File: src/shared/adcrq_pkg.sv
// Constants and types of the converter result table and queue sequencer
package adcrq_pkg;
  localparam int ADDR_W = 11;
  localparam int DATA_W = 32;
  localparam int BE_W = 4;
  localparam int RES_W = 10;
  localparam int IDX_W = 6;
  localparam int ENTRIES = 64;
  localparam int BQ2_W = 7;
  localparam int MODE_W = 3;

  // Register offsets and table windows
  localparam logic [ADDR_W-1:0] OFS_CTRL = 11'h000;
  localparam logic [ADDR_W-1:0] OFS_STAT = 11'h004;
  localparam logic [ADDR_W-1:0] OFS_PTR = 11'h008;
  localparam logic [2:0] WIN_REGS = 3'h0;
  localparam logic [2:0] WIN_CMD = 3'h1;
  localparam logic [2:0] WIN_RIGHT = 3'h2;
  localparam logic [2:0] WIN_SIGNED = 3'h3;
  localparam logic [2:0] WIN_LEFT = 3'h4;

  // Control register fields
  localparam int CTRL_MODE1 = 0;
  localparam int CTRL_SSE1 = 3;
  localparam int CTRL_MODE2 = 4;
  localparam int CTRL_SSE2 = 7;
  localparam int CTRL_BQ2 = 8;
  localparam int CTRL_SWTRIG1 = 16;
  localparam int CTRL_SWTRIG2 = 17;

  // Status register fields
  localparam int STAT_CF1 = 0;
  localparam int STAT_PF1 = 1;
  localparam int STAT_FIRST_QUEUE_TRIGGER_OVERRUN_FLAG = 2;
  localparam int STAT_CF2 = 3;
  localparam int STAT_PF2 = 4;
  localparam int STAT_QS = 8;

  // Pointer register fields
  localparam int PTR_CWP = 0;
  localparam int PTR_DONE1 = 8;
  localparam int PTR_DONE2 = 16;

  // Command word fields
  localparam int CMD_CHAN = 0;
  localparam int CMD_SMP = 6;
  localparam int CMD_PAUSE = 9;
  localparam logic [IDX_W-1:0] CHAN_END = 6'h3F;

  // Queue operating modes
  localparam logic [MODE_W-1:0] MODE_OFF = 3'h0;
  localparam logic [MODE_W-1:0] MODE_SW_SINGLE = 3'h1;
  localparam logic [MODE_W-1:0] MODE_EDGE_SINGLE = 3'h2;
  localparam logic [MODE_W-1:0] MODE_GATE_SINGLE = 3'h3;
  localparam logic [MODE_W-1:0] MODE_GATE_CONT = 3'h4;
  localparam logic [MODE_W-1:0] MODE_EDGE_CONT = 3'h5;

  // Reset values
  localparam logic [BQ2_W-1:0] RST_BQ2 = 7'h40;

  // Queue status codes per queue
  localparam logic [1:0] QS_IDLE = 2'h0;
  localparam logic [1:0] QS_PAUSED = 2'h1;
  localparam logic [1:0] QS_ACTIVE = 2'h2;

  // Read alignment selects
  localparam logic [1:0] FMT_RIGHT = 2'h0;
  localparam logic [1:0] FMT_SIGNED = 2'h1;
  localparam logic [1:0] FMT_LEFT = 2'h2;

  typedef enum logic [1:0] {SEQ_IDLE, SEQ_FETCH, SEQ_CONV, SEQ_PAUSE} adcrq_seq_t;
endpackage

File: src/logic/adcrq_fmt.sv
// Result read alignment: routes the stored result bits onto a 16-bit word
`timescale 1ns/1ps
module adcrq_fmt (
  input wire logic [adcrq_pkg::RES_W-1:0] raw,
  input wire logic [1:0] sel,
  output logic [15:0] word
);
  import adcrq_pkg::*;

  always_comb begin
    unique case (sel)
      FMT_SIGNED: word = {~raw[RES_W-1], raw[RES_W-2:0], 6'h00};
      FMT_LEFT: word = {raw, 6'h00};
      default: word = {6'h00, raw};
    endcase
  end
endmodule

File: src/logic/adcrq_top.sv
// Result table, command table and queue sequencer with Avalon-MM slave
`timescale 1ns/1ps

// What this block does
// - Result memory holds 64 entries of 10 bits, seen as 16-bit words.
// - A finished conversion stores its result at the command word's index.
// - Unimplemented result bits read zero; writing them changes nothing.
// - Right-aligned read puts result in low bits, zeros above.
// - Signed read left-aligns, inverts the top bit, zeros in six low bits.
// - Unsigned left-aligned read puts result in top bits, zeros below.
// - Address window alone picks the read format; the three result windows share entries.
// - Software writes are always right-aligned, whatever the window.
// - Software may read and write result entries as scratch storage.
// - Queue status reads 0 idle, 8 first active, 4 first paused.
// - Last-done pointers update only when a conversion writes its result.
// - After a pause word the pointer holds until trigger, else advances.
// - Gated single scan restarts the first queue at word zero on reopen.
// - Gate closing lets the running conversion finish, then first queue idles.
// - Gated single scan completion sets first complete flag, clears single-scan enable.
// - Gated continuous sets complete flag and restarts; second completion sets overrun.
// - Channel 63, second queue start, or last entry ends a queue.
// - Pause word stops the queue, sets pause flag, resumes on next trigger.
// - First queue trigger aborts second queue conversion and starts first queue.
module adcrq_top #(
  parameter int DEPTH = adcrq_pkg::ENTRIES
) (
  input wire logic ref_clk,
  input wire logic rst_b,
  input wire logic [adcrq_pkg::ADDR_W-1:0] address,
  input wire logic read,
  input wire logic write,
  input wire logic [adcrq_pkg::DATA_W-1:0] writedata,
  input wire logic [adcrq_pkg::BE_W-1:0] byteenable,
  output logic [adcrq_pkg::DATA_W-1:0] readdata,
  output logic waitrequest,
  input wire logic extTrig1,
  input wire logic extGate,
  input wire logic extTrig2,
  output logic convStart,
  output logic [adcrq_pkg::IDX_W-1:0] convChannel,
  output logic [1:0] convSample,
  output logic convAbort,
  input wire logic convDone,
  input wire logic [adcrq_pkg::RES_W-1:0] convResult
);
  import adcrq_pkg::*;

  typedef struct packed {
    logic ack;
    logic [DATA_W-1:0] rdata;
    logic [MODE_W-1:0] mode1;
    logic sse1;
    logic [MODE_W-1:0] mode2;
    logic sse2;
    logic [BQ2_W-1:0] bq2;
    logic cf1;
    logic pf1;
    logic first_queue_trigger_overrun_flag;
    logic cf2;
    logic pf2;
    logic [IDX_W-1:0] command_word_pointer;
    logic [IDX_W-1:0] done1;
    logic [IDX_W-1:0] done2;
    adcrq_seq_t st;
    logic act2;
    logic q2Pend;
    logic gateStop;
    logic [1:0] trig1S;
    logic [1:0] gateS;
    logic [1:0] trig2S;
    logic trig1Prev;
    logic trig2Prev;
    logic start;
    logic abort;
    logic [IDX_W-1:0] chan;
    logic [1:0] smp;
  } adcrq_state_t;

  adcrq_state_t q;
  adcrq_state_t d;

  logic [RES_W-1:0] resRam [DEPTH];
  logic [RES_W-1:0] cmdRam [DEPTH];

  logic [2:0] win;
  logic [IDX_W-1:0] idx;
  logic [1:0] fmtSel;
  logic [15:0] fmtWord;
  logic swWr;
  logic hwWr;
  logic resWr;
  logic cmdWr;
  logic [RES_W-1:0] resWData;
  logic [RES_W-1:0] cmdWData;
  logic [RES_W-1:0] cmdWord;
  logic [DATA_W-1:0] cmdMerged;
  logic [DATA_W-1:0] resMerged;
  logic [DATA_W-1:0] ctrlRead;
  logic [DATA_W-1:0] statRead;
  logic [DATA_W-1:0] ptrRead;
  logic [DATA_W-1:0] ctrlW;
  logic [DATA_W-1:0] clrMask;
  logic swTrig1;
  logic swTrig2;
  logic rise1;
  logic rise2;
  logic gateOpen;
  logic gated1;
  logic q1Trig;
  logic q1Go;
  logic q2Trig;
  logic [1:0] qs1;
  logic [1:0] qs2;

  function automatic logic [DATA_W-1:0] mergeBe(
    input logic [DATA_W-1:0] old,
    input logic [DATA_W-1:0] nw,
    input logic [BE_W-1:0] be
  );
    logic [DATA_W-1:0] r;
    r = old;
    for (int i = 0; i < BE_W; i++) begin
      if (be[i]) begin
        r[i*8 +: 8] = nw[i*8 +: 8];
      end
    end
    return r;
  endfunction

  function automatic logic isSingle(input logic [MODE_W-1:0] m);
    return (m == MODE_SW_SINGLE) || (m == MODE_EDGE_SINGLE) || (m == MODE_GATE_SINGLE);
  endfunction

  function automatic logic isGated(input logic [MODE_W-1:0] m);
    return (m == MODE_GATE_SINGLE) || (m == MODE_GATE_CONT);
  endfunction

  // Last word of the running queue
  function automatic logic lastOf(
    input logic [IDX_W-1:0] i,
    input logic second,
    input logic [BQ2_W-1:0] bq2
  );
    return (i == CHAN_END) || (!second && (({1'b0, i} + 7'h01) == bq2));
  endfunction

  // Queue completion: flags, single-scan clear, gated continuous restart
  function automatic adcrq_state_t finishQ(input adcrq_state_t s, input logic gOpen);
    adcrq_state_t r;
    r = s;
    r.st = SEQ_IDLE;
    if (s.act2) begin
      r.cf2 = 1'b1;
      if (isSingle(s.mode2)) begin
        r.sse2 = 1'b0;
      end
    end else begin
      if (s.mode1 == MODE_GATE_CONT) begin
        if (s.cf1) begin
          r.first_queue_trigger_overrun_flag = 1'b1;
        end
        if (gOpen) begin
          r.command_word_pointer = '0;
          r.st = SEQ_FETCH;
        end
      end
      r.cf1 = 1'b1;
      if (isSingle(s.mode1)) begin
        r.sse1 = 1'b0;
      end
    end
    return r;
  endfunction

  // Window decode and read alignment
  assign win = address[10:8];
  assign idx = address[7:2];
  assign fmtSel = (win == WIN_SIGNED) ? FMT_SIGNED : ((win == WIN_LEFT) ? FMT_LEFT : FMT_RIGHT);

  adcrq_fmt adcrq_fmt_i (
    .raw(resRam[idx]),
    .sel(fmtSel),
    .word(fmtWord)
  );

  assign cmdWord = cmdRam[q.command_word_pointer];

  always_comb begin
    qs1 = QS_IDLE;
    qs2 = QS_IDLE;
    if (q.st != SEQ_IDLE) begin
      if (q.act2) begin
        qs2 = (q.st == SEQ_PAUSE) ? QS_PAUSED : QS_ACTIVE;
      end else begin
        qs1 = (q.st == SEQ_PAUSE) ? QS_PAUSED : QS_ACTIVE;
      end
    end
    ctrlRead = '0;
    ctrlRead[CTRL_MODE1 +: MODE_W] = q.mode1;
    ctrlRead[CTRL_SSE1] = q.sse1;
    ctrlRead[CTRL_MODE2 +: MODE_W] = q.mode2;
    ctrlRead[CTRL_SSE2] = q.sse2;
    ctrlRead[CTRL_BQ2 +: BQ2_W] = q.bq2;
    statRead = '0;
    statRead[STAT_CF1] = q.cf1;
    statRead[STAT_PF1] = q.pf1;
    statRead[STAT_FIRST_QUEUE_TRIGGER_OVERRUN_FLAG] = q.first_queue_trigger_overrun_flag;
    statRead[STAT_CF2] = q.cf2;
    statRead[STAT_PF2] = q.pf2;
    statRead[STAT_QS +: 4] = {qs1, qs2};
    ptrRead = '0;
    ptrRead[PTR_CWP +: IDX_W] = q.command_word_pointer;
    ptrRead[PTR_DONE1 +: IDX_W] = q.done1;
    ptrRead[PTR_DONE2 +: IDX_W] = q.done2;
  end

  always_comb begin
    d = q;
    d.start = 1'b0;
    d.abort = 1'b0;
    hwWr = 1'b0;

    // Bus handshake: one wait cycle, then the access completes
    d.ack = (read | write) & ~q.ack;
    swWr = write & q.ack;
    if (read && !q.ack) begin
      d.rdata = '0;
      unique case (win)
        WIN_REGS: begin
          if (address == OFS_CTRL) begin
            d.rdata = ctrlRead;
          end else if (address == OFS_STAT) begin
            d.rdata = statRead;
          end else if (address == OFS_PTR) begin
            d.rdata = ptrRead;
          end
        end
        WIN_CMD: d.rdata = {22'h000000, cmdRam[idx]};
        WIN_RIGHT, WIN_SIGNED, WIN_LEFT: d.rdata = {16'h0000, fmtWord};
        default: d.rdata = '0;
      endcase
    end

    // Software writes to tables, always right-aligned
    cmdWr = swWr && (win == WIN_CMD);
    resWr = swWr && ((win == WIN_RIGHT) || (win == WIN_SIGNED) || (win == WIN_LEFT));
    cmdMerged = mergeBe({22'h000000, cmdRam[idx]}, writedata, byteenable);
    resMerged = mergeBe({22'h000000, resRam[idx]}, writedata, byteenable);
    cmdWData = cmdMerged[RES_W-1:0];
    resWData = resMerged[RES_W-1:0];

    // Control register
    ctrlW = mergeBe(ctrlRead, writedata, byteenable);
    swTrig1 = 1'b0;
    swTrig2 = 1'b0;
    if (swWr && address == OFS_CTRL) begin
      d.mode1 = ctrlW[CTRL_MODE1 +: MODE_W];
      d.sse1 = ctrlW[CTRL_SSE1];
      d.mode2 = ctrlW[CTRL_MODE2 +: MODE_W];
      d.sse2 = ctrlW[CTRL_SSE2];
      d.bq2 = ctrlW[CTRL_BQ2 +: BQ2_W];
      swTrig1 = ctrlW[CTRL_SWTRIG1];
      swTrig2 = ctrlW[CTRL_SWTRIG2];
    end

    // Status flags: write one to clear, hardware sets applied later
    clrMask = mergeBe('0, writedata, byteenable);
    if (swWr && address == OFS_STAT) begin
      d.cf1 = q.cf1 & ~clrMask[STAT_CF1];
      d.pf1 = q.pf1 & ~clrMask[STAT_PF1];
      d.first_queue_trigger_overrun_flag = q.first_queue_trigger_overrun_flag & ~clrMask[STAT_FIRST_QUEUE_TRIGGER_OVERRUN_FLAG];
      d.cf2 = q.cf2 & ~clrMask[STAT_CF2];
      d.pf2 = q.pf2 & ~clrMask[STAT_PF2];
    end

    // Trigger pins pass two flip-flops first
    d.trig1S = {q.trig1S[0], extTrig1};
    d.gateS = {q.gateS[0], extGate};
    d.trig2S = {q.trig2S[0], extTrig2};
    d.trig1Prev = q.trig1S[1];
    d.trig2Prev = q.trig2S[1];
    rise1 = q.trig1S[1] & ~q.trig1Prev;
    rise2 = q.trig2S[1] & ~q.trig2Prev;
    gateOpen = q.gateS[1];
    gated1 = isGated(q.mode1);

    q1Trig = ((d.mode1 == MODE_SW_SINGLE) && d.sse1 && swTrig1)
      || ((d.mode1 == MODE_EDGE_SINGLE) && d.sse1 && rise1)
      || ((d.mode1 == MODE_EDGE_CONT) && rise1);
    q1Go = q1Trig || ((((d.mode1 == MODE_GATE_SINGLE) && d.sse1) || (d.mode1 == MODE_GATE_CONT)) && gateOpen);
    q2Trig = ((d.mode2 == MODE_SW_SINGLE) && d.sse2 && swTrig2)
      || ((d.mode2 == MODE_EDGE_SINGLE) && d.sse2 && rise2)
      || ((d.mode2 == MODE_EDGE_CONT) && rise2);

    // Queue sequencer
    unique case (q.st)
      SEQ_IDLE: begin
        if (q1Go) begin
          d.command_word_pointer = '0;
          d.act2 = 1'b0;
          d.st = SEQ_FETCH;
        end else if ((q2Trig || q.q2Pend) && !q.bq2[BQ2_W-1]) begin
          d.command_word_pointer = q.bq2[IDX_W-1:0];
          d.act2 = 1'b1;
          d.q2Pend = 1'b0;
          d.st = SEQ_FETCH;
        end
      end
      SEQ_FETCH: begin
        if (!q.act2 && gated1 && !gateOpen) begin
          d.st = SEQ_IDLE;
        end else if (cmdWord[CMD_CHAN +: IDX_W] == CHAN_END) begin
          d = finishQ(d, gateOpen);
        end else begin
          d.start = 1'b1;
          d.chan = cmdWord[CMD_CHAN +: IDX_W];
          d.smp = cmdWord[CMD_SMP +: 2];
          d.st = SEQ_CONV;
        end
      end
      SEQ_CONV: begin
        if (!q.act2 && gated1 && !gateOpen) begin
          d.gateStop = 1'b1;
        end
        if (convDone) begin
          hwWr = 1'b1;
          if (q.act2) begin
            d.done2 = q.command_word_pointer;
          end else begin
            d.done1 = q.command_word_pointer;
          end
          if (d.gateStop) begin
            d.gateStop = 1'b0;
            d.st = SEQ_IDLE;
          end else if (cmdWord[CMD_PAUSE]) begin
            d.st = SEQ_PAUSE;
            if (q.act2) begin
              d.pf2 = 1'b1;
            end else begin
              d.pf1 = 1'b1;
            end
          end else if (lastOf(q.command_word_pointer, q.act2, q.bq2)) begin
            d = finishQ(d, gateOpen);
          end else begin
            d.command_word_pointer = q.command_word_pointer + 6'h01;
            d.st = SEQ_FETCH;
          end
        end
      end
      SEQ_PAUSE: begin
        if (!q.act2 && gated1 && !gateOpen) begin
          d.st = SEQ_IDLE;
        end else if (q.act2 ? q2Trig : q1Go) begin
          if (lastOf(q.command_word_pointer, q.act2, q.bq2)) begin
            d = finishQ(d, gateOpen);
          end else begin
            d.command_word_pointer = q.command_word_pointer + 6'h01;
            d.st = SEQ_FETCH;
          end
        end
      end
    endcase

    // First queue preempts the second
    if (q1Go && q.act2 && (q.st != SEQ_IDLE)) begin
      d.abort = (q.st == SEQ_CONV);
      d.start = 1'b0;
      d.q2Pend = 1'b1;
      d.command_word_pointer = '0;
      d.act2 = 1'b0;
      d.gateStop = 1'b0;
      d.st = SEQ_FETCH;
    end
  end

  always_ff @(posedge ref_clk or negedge rst_b) begin
    if (!rst_b) begin
      q <= '0;
      q.bq2 <= RST_BQ2;
    end else begin
      q <= d;
    end
  end

  // Tables carry no reset
  always_ff @(posedge ref_clk) begin
    if (hwWr) begin
      resRam[q.command_word_pointer] <= convResult;
    end else if (resWr) begin
      resRam[idx] <= resWData;
    end
    if (cmdWr) begin
      cmdRam[idx] <= cmdWData;
    end
  end

  assign readdata = q.rdata;
  assign waitrequest = ~q.ack;
  assign convStart = q.start;
  assign convChannel = q.chan;
  assign convSample = q.smp;
  assign convAbort = q.abort;
endmodule

File: config.mk
export PLATFORM = sky130hd
export DESIGN_NAME = adcrq_top
export DESIGN_NICKNAME = d
export VERILOG_FILES = /design/src/shared/adcrq_pkg.sv /design/src/logic/adcrq_fmt.sv /design/src/logic/adcrq_top.sv
export SDC_FILE = /design/constraint.sdc
export NUM_CORES = 2
export LEC_CHECK = 0
export ABC_AREA = 1
export BUFFER_PORTS_ARGS = -buffer_cell sky130_fd_sc_hd__buf_2
export CAP_MARGIN = 30
export CORE_MARGIN = 2
export CORE_UTILIZATION = 60
export CTS_CLUSTER_DIAMETER = 40
export DETAILED_ROUTE_END_ITERATION = 8
export PLACE_DENSITY = 0.81
export SLEW_MARGIN = 30
export SYNTH_ARGS = -nofsm -noshare
export SYNTH_HDL_FRONTEND = slang
export SYNTH_HIERARCHICAL = 1
export SYNTH_SLANG_ARGS = --single-unit
File: constraint.sdc
create_clock -name ref_clk -period 6.4 [get_ports ref_clk]
set_input_delay 0.32 -clock ref_clk [delete_from_list [all_inputs] [get_ports ref_clk]]
set_output_delay 0.32 -clock ref_clk [all_outputs]
set_load 0.05 [all_outputs]
Word level (Yosys, flattened, before mapping)
Memory sizes are Yosys's and may differ from the RTL's.
Index checks and enable logic that the tools add are counted.

word-level totals
  bits of input ports = 65
  memories = 2
  output and inout port bits = 43
  memory bits (writable) = 1,280
  flip-flop bits (word level) = 94

memories
  memory  depth  bits a word  rd ports  clocked after Yosys merged registers in  wr ports  line             source
  cmdRam  64     10           2         0                                        1         adcrq_top.sv:83  logic [RES_W-1:0] cmdRam [DEPTH];
  resRam  64     10           1         0                                        1         adcrq_top.sv:82  logic [RES_W-1:0] resRam [DEPTH];

cells by class
  $add $sub $neg = 2
  equality and inequality tests = 39
  muxes and demuxes = 95
  reduce and logical (&&, ||, !) cells = 56
  bitwise logic cells = 24

operators with widths
  cell                number
  $mux 35             4
  $mux 58             2
  $pmux 32 s3         1
  $mux 22             3
  $mux 6              10
  $pmux 19 s3         1
  $pmux 17 s3         1
  $mux 2              18
  $pmux 12 s3         1
  $mux 1              33
  $mux 32             1
  $mux 8              4
  $pmux 16 s2         1
  $pmux 6 s4          1
  $logic_and 1x1->1   23
  $eq 3x2->1 const B  7
  $mux 21             1
  $ne 3x3->1 const B  7
  $mux 10             2
  $mux 18             1
  $mux 17             1
  $pmux 4 s4          1
  $eq 3x3->1 const B  5
  $logic_or 1x1->1    15
  other kinds (35)    72

Depth between registers and ports, before layout
  depth in word-level cells = 14
  mapped depth = 22
  gate-level depth less buffers = 20

Cells and area by module
Netlist, hierarchy kept.

modules (own cells, without submodules)
  module     cells an instance  sequential area each (um^2)  area an instance (um^2)  times used
  adcrq_top  5,190              40,540.1                     59,460.8                 1
  adcrq_fmt  59                 0.0                          296.5                    1

Worst setup path after synthesis
Ideal clock, no wire load.

  kind = input to register
  start = input port address[4] in the netlist's numbering
  end = memory resRam[0][3], data pin
  cell stages on the path = 11
  data arrival time = 4.574 ns
  setup slack = 1.102 ns
  buffers on the path = 3
  setup time = 0.724 ns
  cell sequence = buf_2 -> inv_2 -> nor2_1 -> clkinv_1 -> clkbuf_1 -> clkbuf_1 -> o221ai_1 -> nand2_1 -> nand2_1 -> o21ai_0 -> a21boi_0

RTL lines
  element          line             source
  start, declared  adcrq_top.sv:29  input wire logic [adcrq_pkg::ADDR_W-1:0] address,
  end, declared    adcrq_top.sv:82

Worst setup path in the final report
  start = register q (netlist bit ptrRead[1])
  end = register q (netlist bit convChannel[4])

on the way
  cells in the longest elaborated chain, start to end = 4
  elaborated cells between the ends (all ways) = 7
  those cells by class = eq/ne (1); mux (3); bitwise (1); reduce/logical (1); memory (1)

RTL lines
  element                                                           line              source
  start, declared                                                   adcrq_top.sv:79   adcrq_state_t q;
  $mem_v2 64x10 (*)                                                 n/a
  $eq 6x6->1 or $mux 8 (tied branches)                              adcrq_top.sv:312  end else if (cmdWord[CMD_CHAN +: IDX_W] == CHAN_END) begin
  $not 1->1 (no source line) or $mux 10 (tied branches)             n/a
  $reduce_and 5->1 (no source line) or $pmux 19 s3 (tied branches)  n/a

Mark *: on every way between the ends. The rest lies on a longest branch, timed or not. The select of a mux whose other input is x is not followed.
A chain may end at the register's enable or synchronous reset.

==> results.cfg <==
[run_status]
run_status = finished, final reports clean

[synthesis]
netlist_area_mm2 = 0.0598
synth-edff-count = 1280
syn_area_per_cell_um2 = 11.4
synth-async-reset-ratio = 0.0616
synthDistinctLibCells = 61
synthFlopType = edfxtp_1
ys_ff_latch = 1364
yosys_warnings = 6
yosysSeqAreaShare = 0.678
netlist_instances = 5249

[flow_run]
cap_viol_max_count = 0

[timing]
relSlewSlack = 0.274
setup_viol = 0
drv_slew = 0
finalHoldViolations = 0
setup_slack_ns = 1.33
fin_crit_sh = 0.793
clock-skew-final_ns = 0.0355
worstMarginPinSlew_ns = 1.09
fin_tns_setup_ns = 0
rsz0062_at_grt = no
max_freq_mhz = 197
period_needed_ns = 5.07

[power]
pwr-share-comb = 0.197
swShare = 0.308
vdd_ir_drop_max_uv = 330
p_switching_w = 0.00725
leakagePower_nw = 23.4
intPower_w = 0.0163
power.density_mw_per_mm2 = 352
pwr-share-seq = 0.431
p_clk_frac = 0.372

[finish]
drive_gt1_frac = 0.117
area_growth_pct = 11.9
final_cell_mix = nand2_1, edfxtp_1, a22oi_1
fin_nets = 5331
layout_commonest_cell = nand2_1

[detailed_routing]
drt_wl_total_um = 183000
ant_nets = 0
via_count = 45807
drc = 0
wire_per_inst_um = 27.5
dr.pass1.iters = 8
drt-vias-per-instance = 6.87
drtIter0Drc = 7894

[worst_setup_path]
end_kind = register
worst_path_max_delay_cell = dfrtp_4
critPathMaxFanout = 44
cp.required_ns = 7.05
critical_path.startpoint_type = register
path_class = reg -> reg
slowest_delay_ns = 0.76
crit_top_cell = nand3_1
arrival_ns = 5.72
cp_cell_sequence = nand2_1 -> buf_4 -> inv_2 -> buf_4 -> nand2_1 -> nand3_1 -> nand3_1 -> nand3_1 -> nand2_1 -> nor2_1 -> nand3_1 -> nand4_1 -> o31ai_1

[hold_path]
hold_class = in -> reg

[grt]
gr-total-overflow = 0
grt_pass1_wl_um = 267000
track_usage = 0.351
grt_max_degree = 144
antenna_found_initial = 3
grt_pass1_vias = 43397

[clocking]
cts_setup_buffers = 0
cts-resized-gates = 0
h-tree-depth = 4
cts_root_buffer = clkbuf_16
clkLatencyLatePin_ns = 0.78
clkTransAtPathRegs_ns = 0.06
clock-sinks = 1364
cts_tree = yes
cts_made_buffers = 149
clockBufferDepth = 3
hold_buffers = 15

[floorplan]
fp.dieH_um = 320
start_util = 0.606
die-area_mm2 = 0.102
fp.coreArea_mm2 = 0.0986
die_x_um = 320
fp-row-count = 115
ios = 108

[placement]
preCtsSetupSlack_ns = 1.56
io_buffer_count = 81
hpwl_um = 108000
place_congestion = 0.969
-- logic make-up (layout without fill, tap and decap cells) --
family                     count (synthesis)  in the layout  synth area share
adders and majority gates                 10             10           0.00209
xor gates and xnor gates                   3              3          0.000440
and+or+nand+nor                         2138           2138             0.151
AOI/OAI and AO/OA                       1161           1161             0.126
DFF                                     1364           1364             0.678
muxes                                      4              4          0.000712
buffers and inverters                    568            686            0.0418
other                                      1             11         0.0000628
-- worst max-delay path, delay by kind of cell (launching register included) --
kind                   cells  cell delay, ns
flip-flops                 1            0.76
AO/OA/AOI/OAI              1            0.44
AND/OR/NAND/NOR            9            2.48
buffers and inverters      3            1.25
-- worst paths after layout --
check | from | end | slack (ns) | cells after the start
worst min register to register | q[14] | gateOpen | 0.38 | 0
worst max-delay path | ptrRead[1] | convChannel[4] | 1.33 | 13
worst max register to register | ptrRead[1] | convChannel[4] | 1.33 | 13
worst min-delay path | writedata[2] | q[43] | 0.07 | 4
min in group asynchronous | rst_b | convStart | 0.26 | 3
max in group asynchronous | rst_b | convChannel[1] | 5.57 | 3
-- synthesized netlist by cell type (all sizes together) (2+ instances only) --
| library cell | count | share of area |
|---|---|---|
| o2111ai | 14 | 0.0021 |
| nor3 | 31 | 0.0029 |
| o21ai | 282 | 0.024 |
| mux2 | 2 | 0.00038 |
| a22o | 17 | 0.0025 |
| nor4 | 2 | 0.00021 |
| a21boi | 16 | 0.0020 |
| o211ai | 30 | 0.0038 |
| a22oi | 326 | 0.041 |
| nand3b | 4 | 0.00050 |
| inv | 183 | 0.012 |
| nand2 | 1347 | 0.086 |
| buf | 189 | 0.018 |
| o221ai | 21 | 0.0031 |
| a31oi | 18 | 0.0019 |
| o31ai | 35 | 0.0044 |
| ha | 10 | 0.0021 |
| dfrtp | 83 | 0.035 |
| or2 | 6 | 0.00063 |
| a41oi | 7 | 0.0010 |
| o22ai | 30 | 0.0031 |
| a21oi | 267 | 0.023 |
| a311oi | 2 | 0.00029 |
| edfxtp | 1280 | 0.64 |
| clkinv | 5 | 0.00031 |
| clkbuf | 191 | 0.012 |
| mux2i | 2 | 0.00034 |
| nor2 | 294 | 0.019 |
| a31o | 21 | 0.0031 |
| nand3 | 315 | 0.027 |
| a2bb2oi | 4 | 0.00059 |
| o211a | 4 | 0.00067 |
| xor2 | 2 | 0.00029 |
| nand4 | 137 | 0.014 |
| a211oi | 13 | 0.0016 |
| a221oi | 52 | 0.0076 |
-- registers in the layout (all words and copies together), names as in the netlist, 2 cells and up --
signal       cells
convSample       2
cmdRam         640
q               18
convChannel      6
ptrRead         18
ctrlRead        15
resRam         640
readdata        22
-- area by class of cell --
class	instances	area [um2]
multi-input combinational	3326	17200
fill	6439	31700
clock inverter	91	1060
sequential	1364	40500
clock buffer	180	3950
inverter	188	724
tap	1287	1610
antenna	1	2.50
timing repair buffer	227	1830
-- per-layer routing --
layer | GRT usage | vias up | part of all wire
met1 | 0.445 | 21605 | 0.33
li1 | - | 19204 | -
met5 | 0 | - | 0.000071
met4 | 0.234 | 2 | 0.076
met2 | 0.548 | 4091 | 0.46
met3 | 0.0754 | 905 | 0.14
-- through the flow --
| step | power, W | hold slack, ns | util | area (um2) | instances |
|---|---|---|---|---|---|
| 6_report | 0.0235 | 0.0698 | 0.679 | 66900 | 6664 |
| 5_1_grt | 0.0240 | 0.0959 | 0.678 | 66900 | 6663 |
| 4_1_cts | 0.0232 | 0.0448 | 0.676 | 66700 | 6657 |
| 3_5_place_dp | 0.0146 | 0.149 | 0.624 | 61500 | 6371 |
| 3_3_place_gp | 0.0145 | 0.145 | 0.623 | 61400 | 6367 |
| 2_1_floorplan | 0.0131 | 0.0244 | - | 59800 | 5258 |
-- power groups by stage --
stage	clock network [W]	registers (W)	logic, W
global placement	0	0.0103	0.00421
finish	0.00876	0.0101	0.00464
CTS	0.00873	0.0101	0.00435
floorplan	0	0.0103	0.00282
detailed placement	0	0.0103	0.00430
global route	0.00907	0.0101	0.00481
Note: power is estimated with default switching activity, not from simulation.
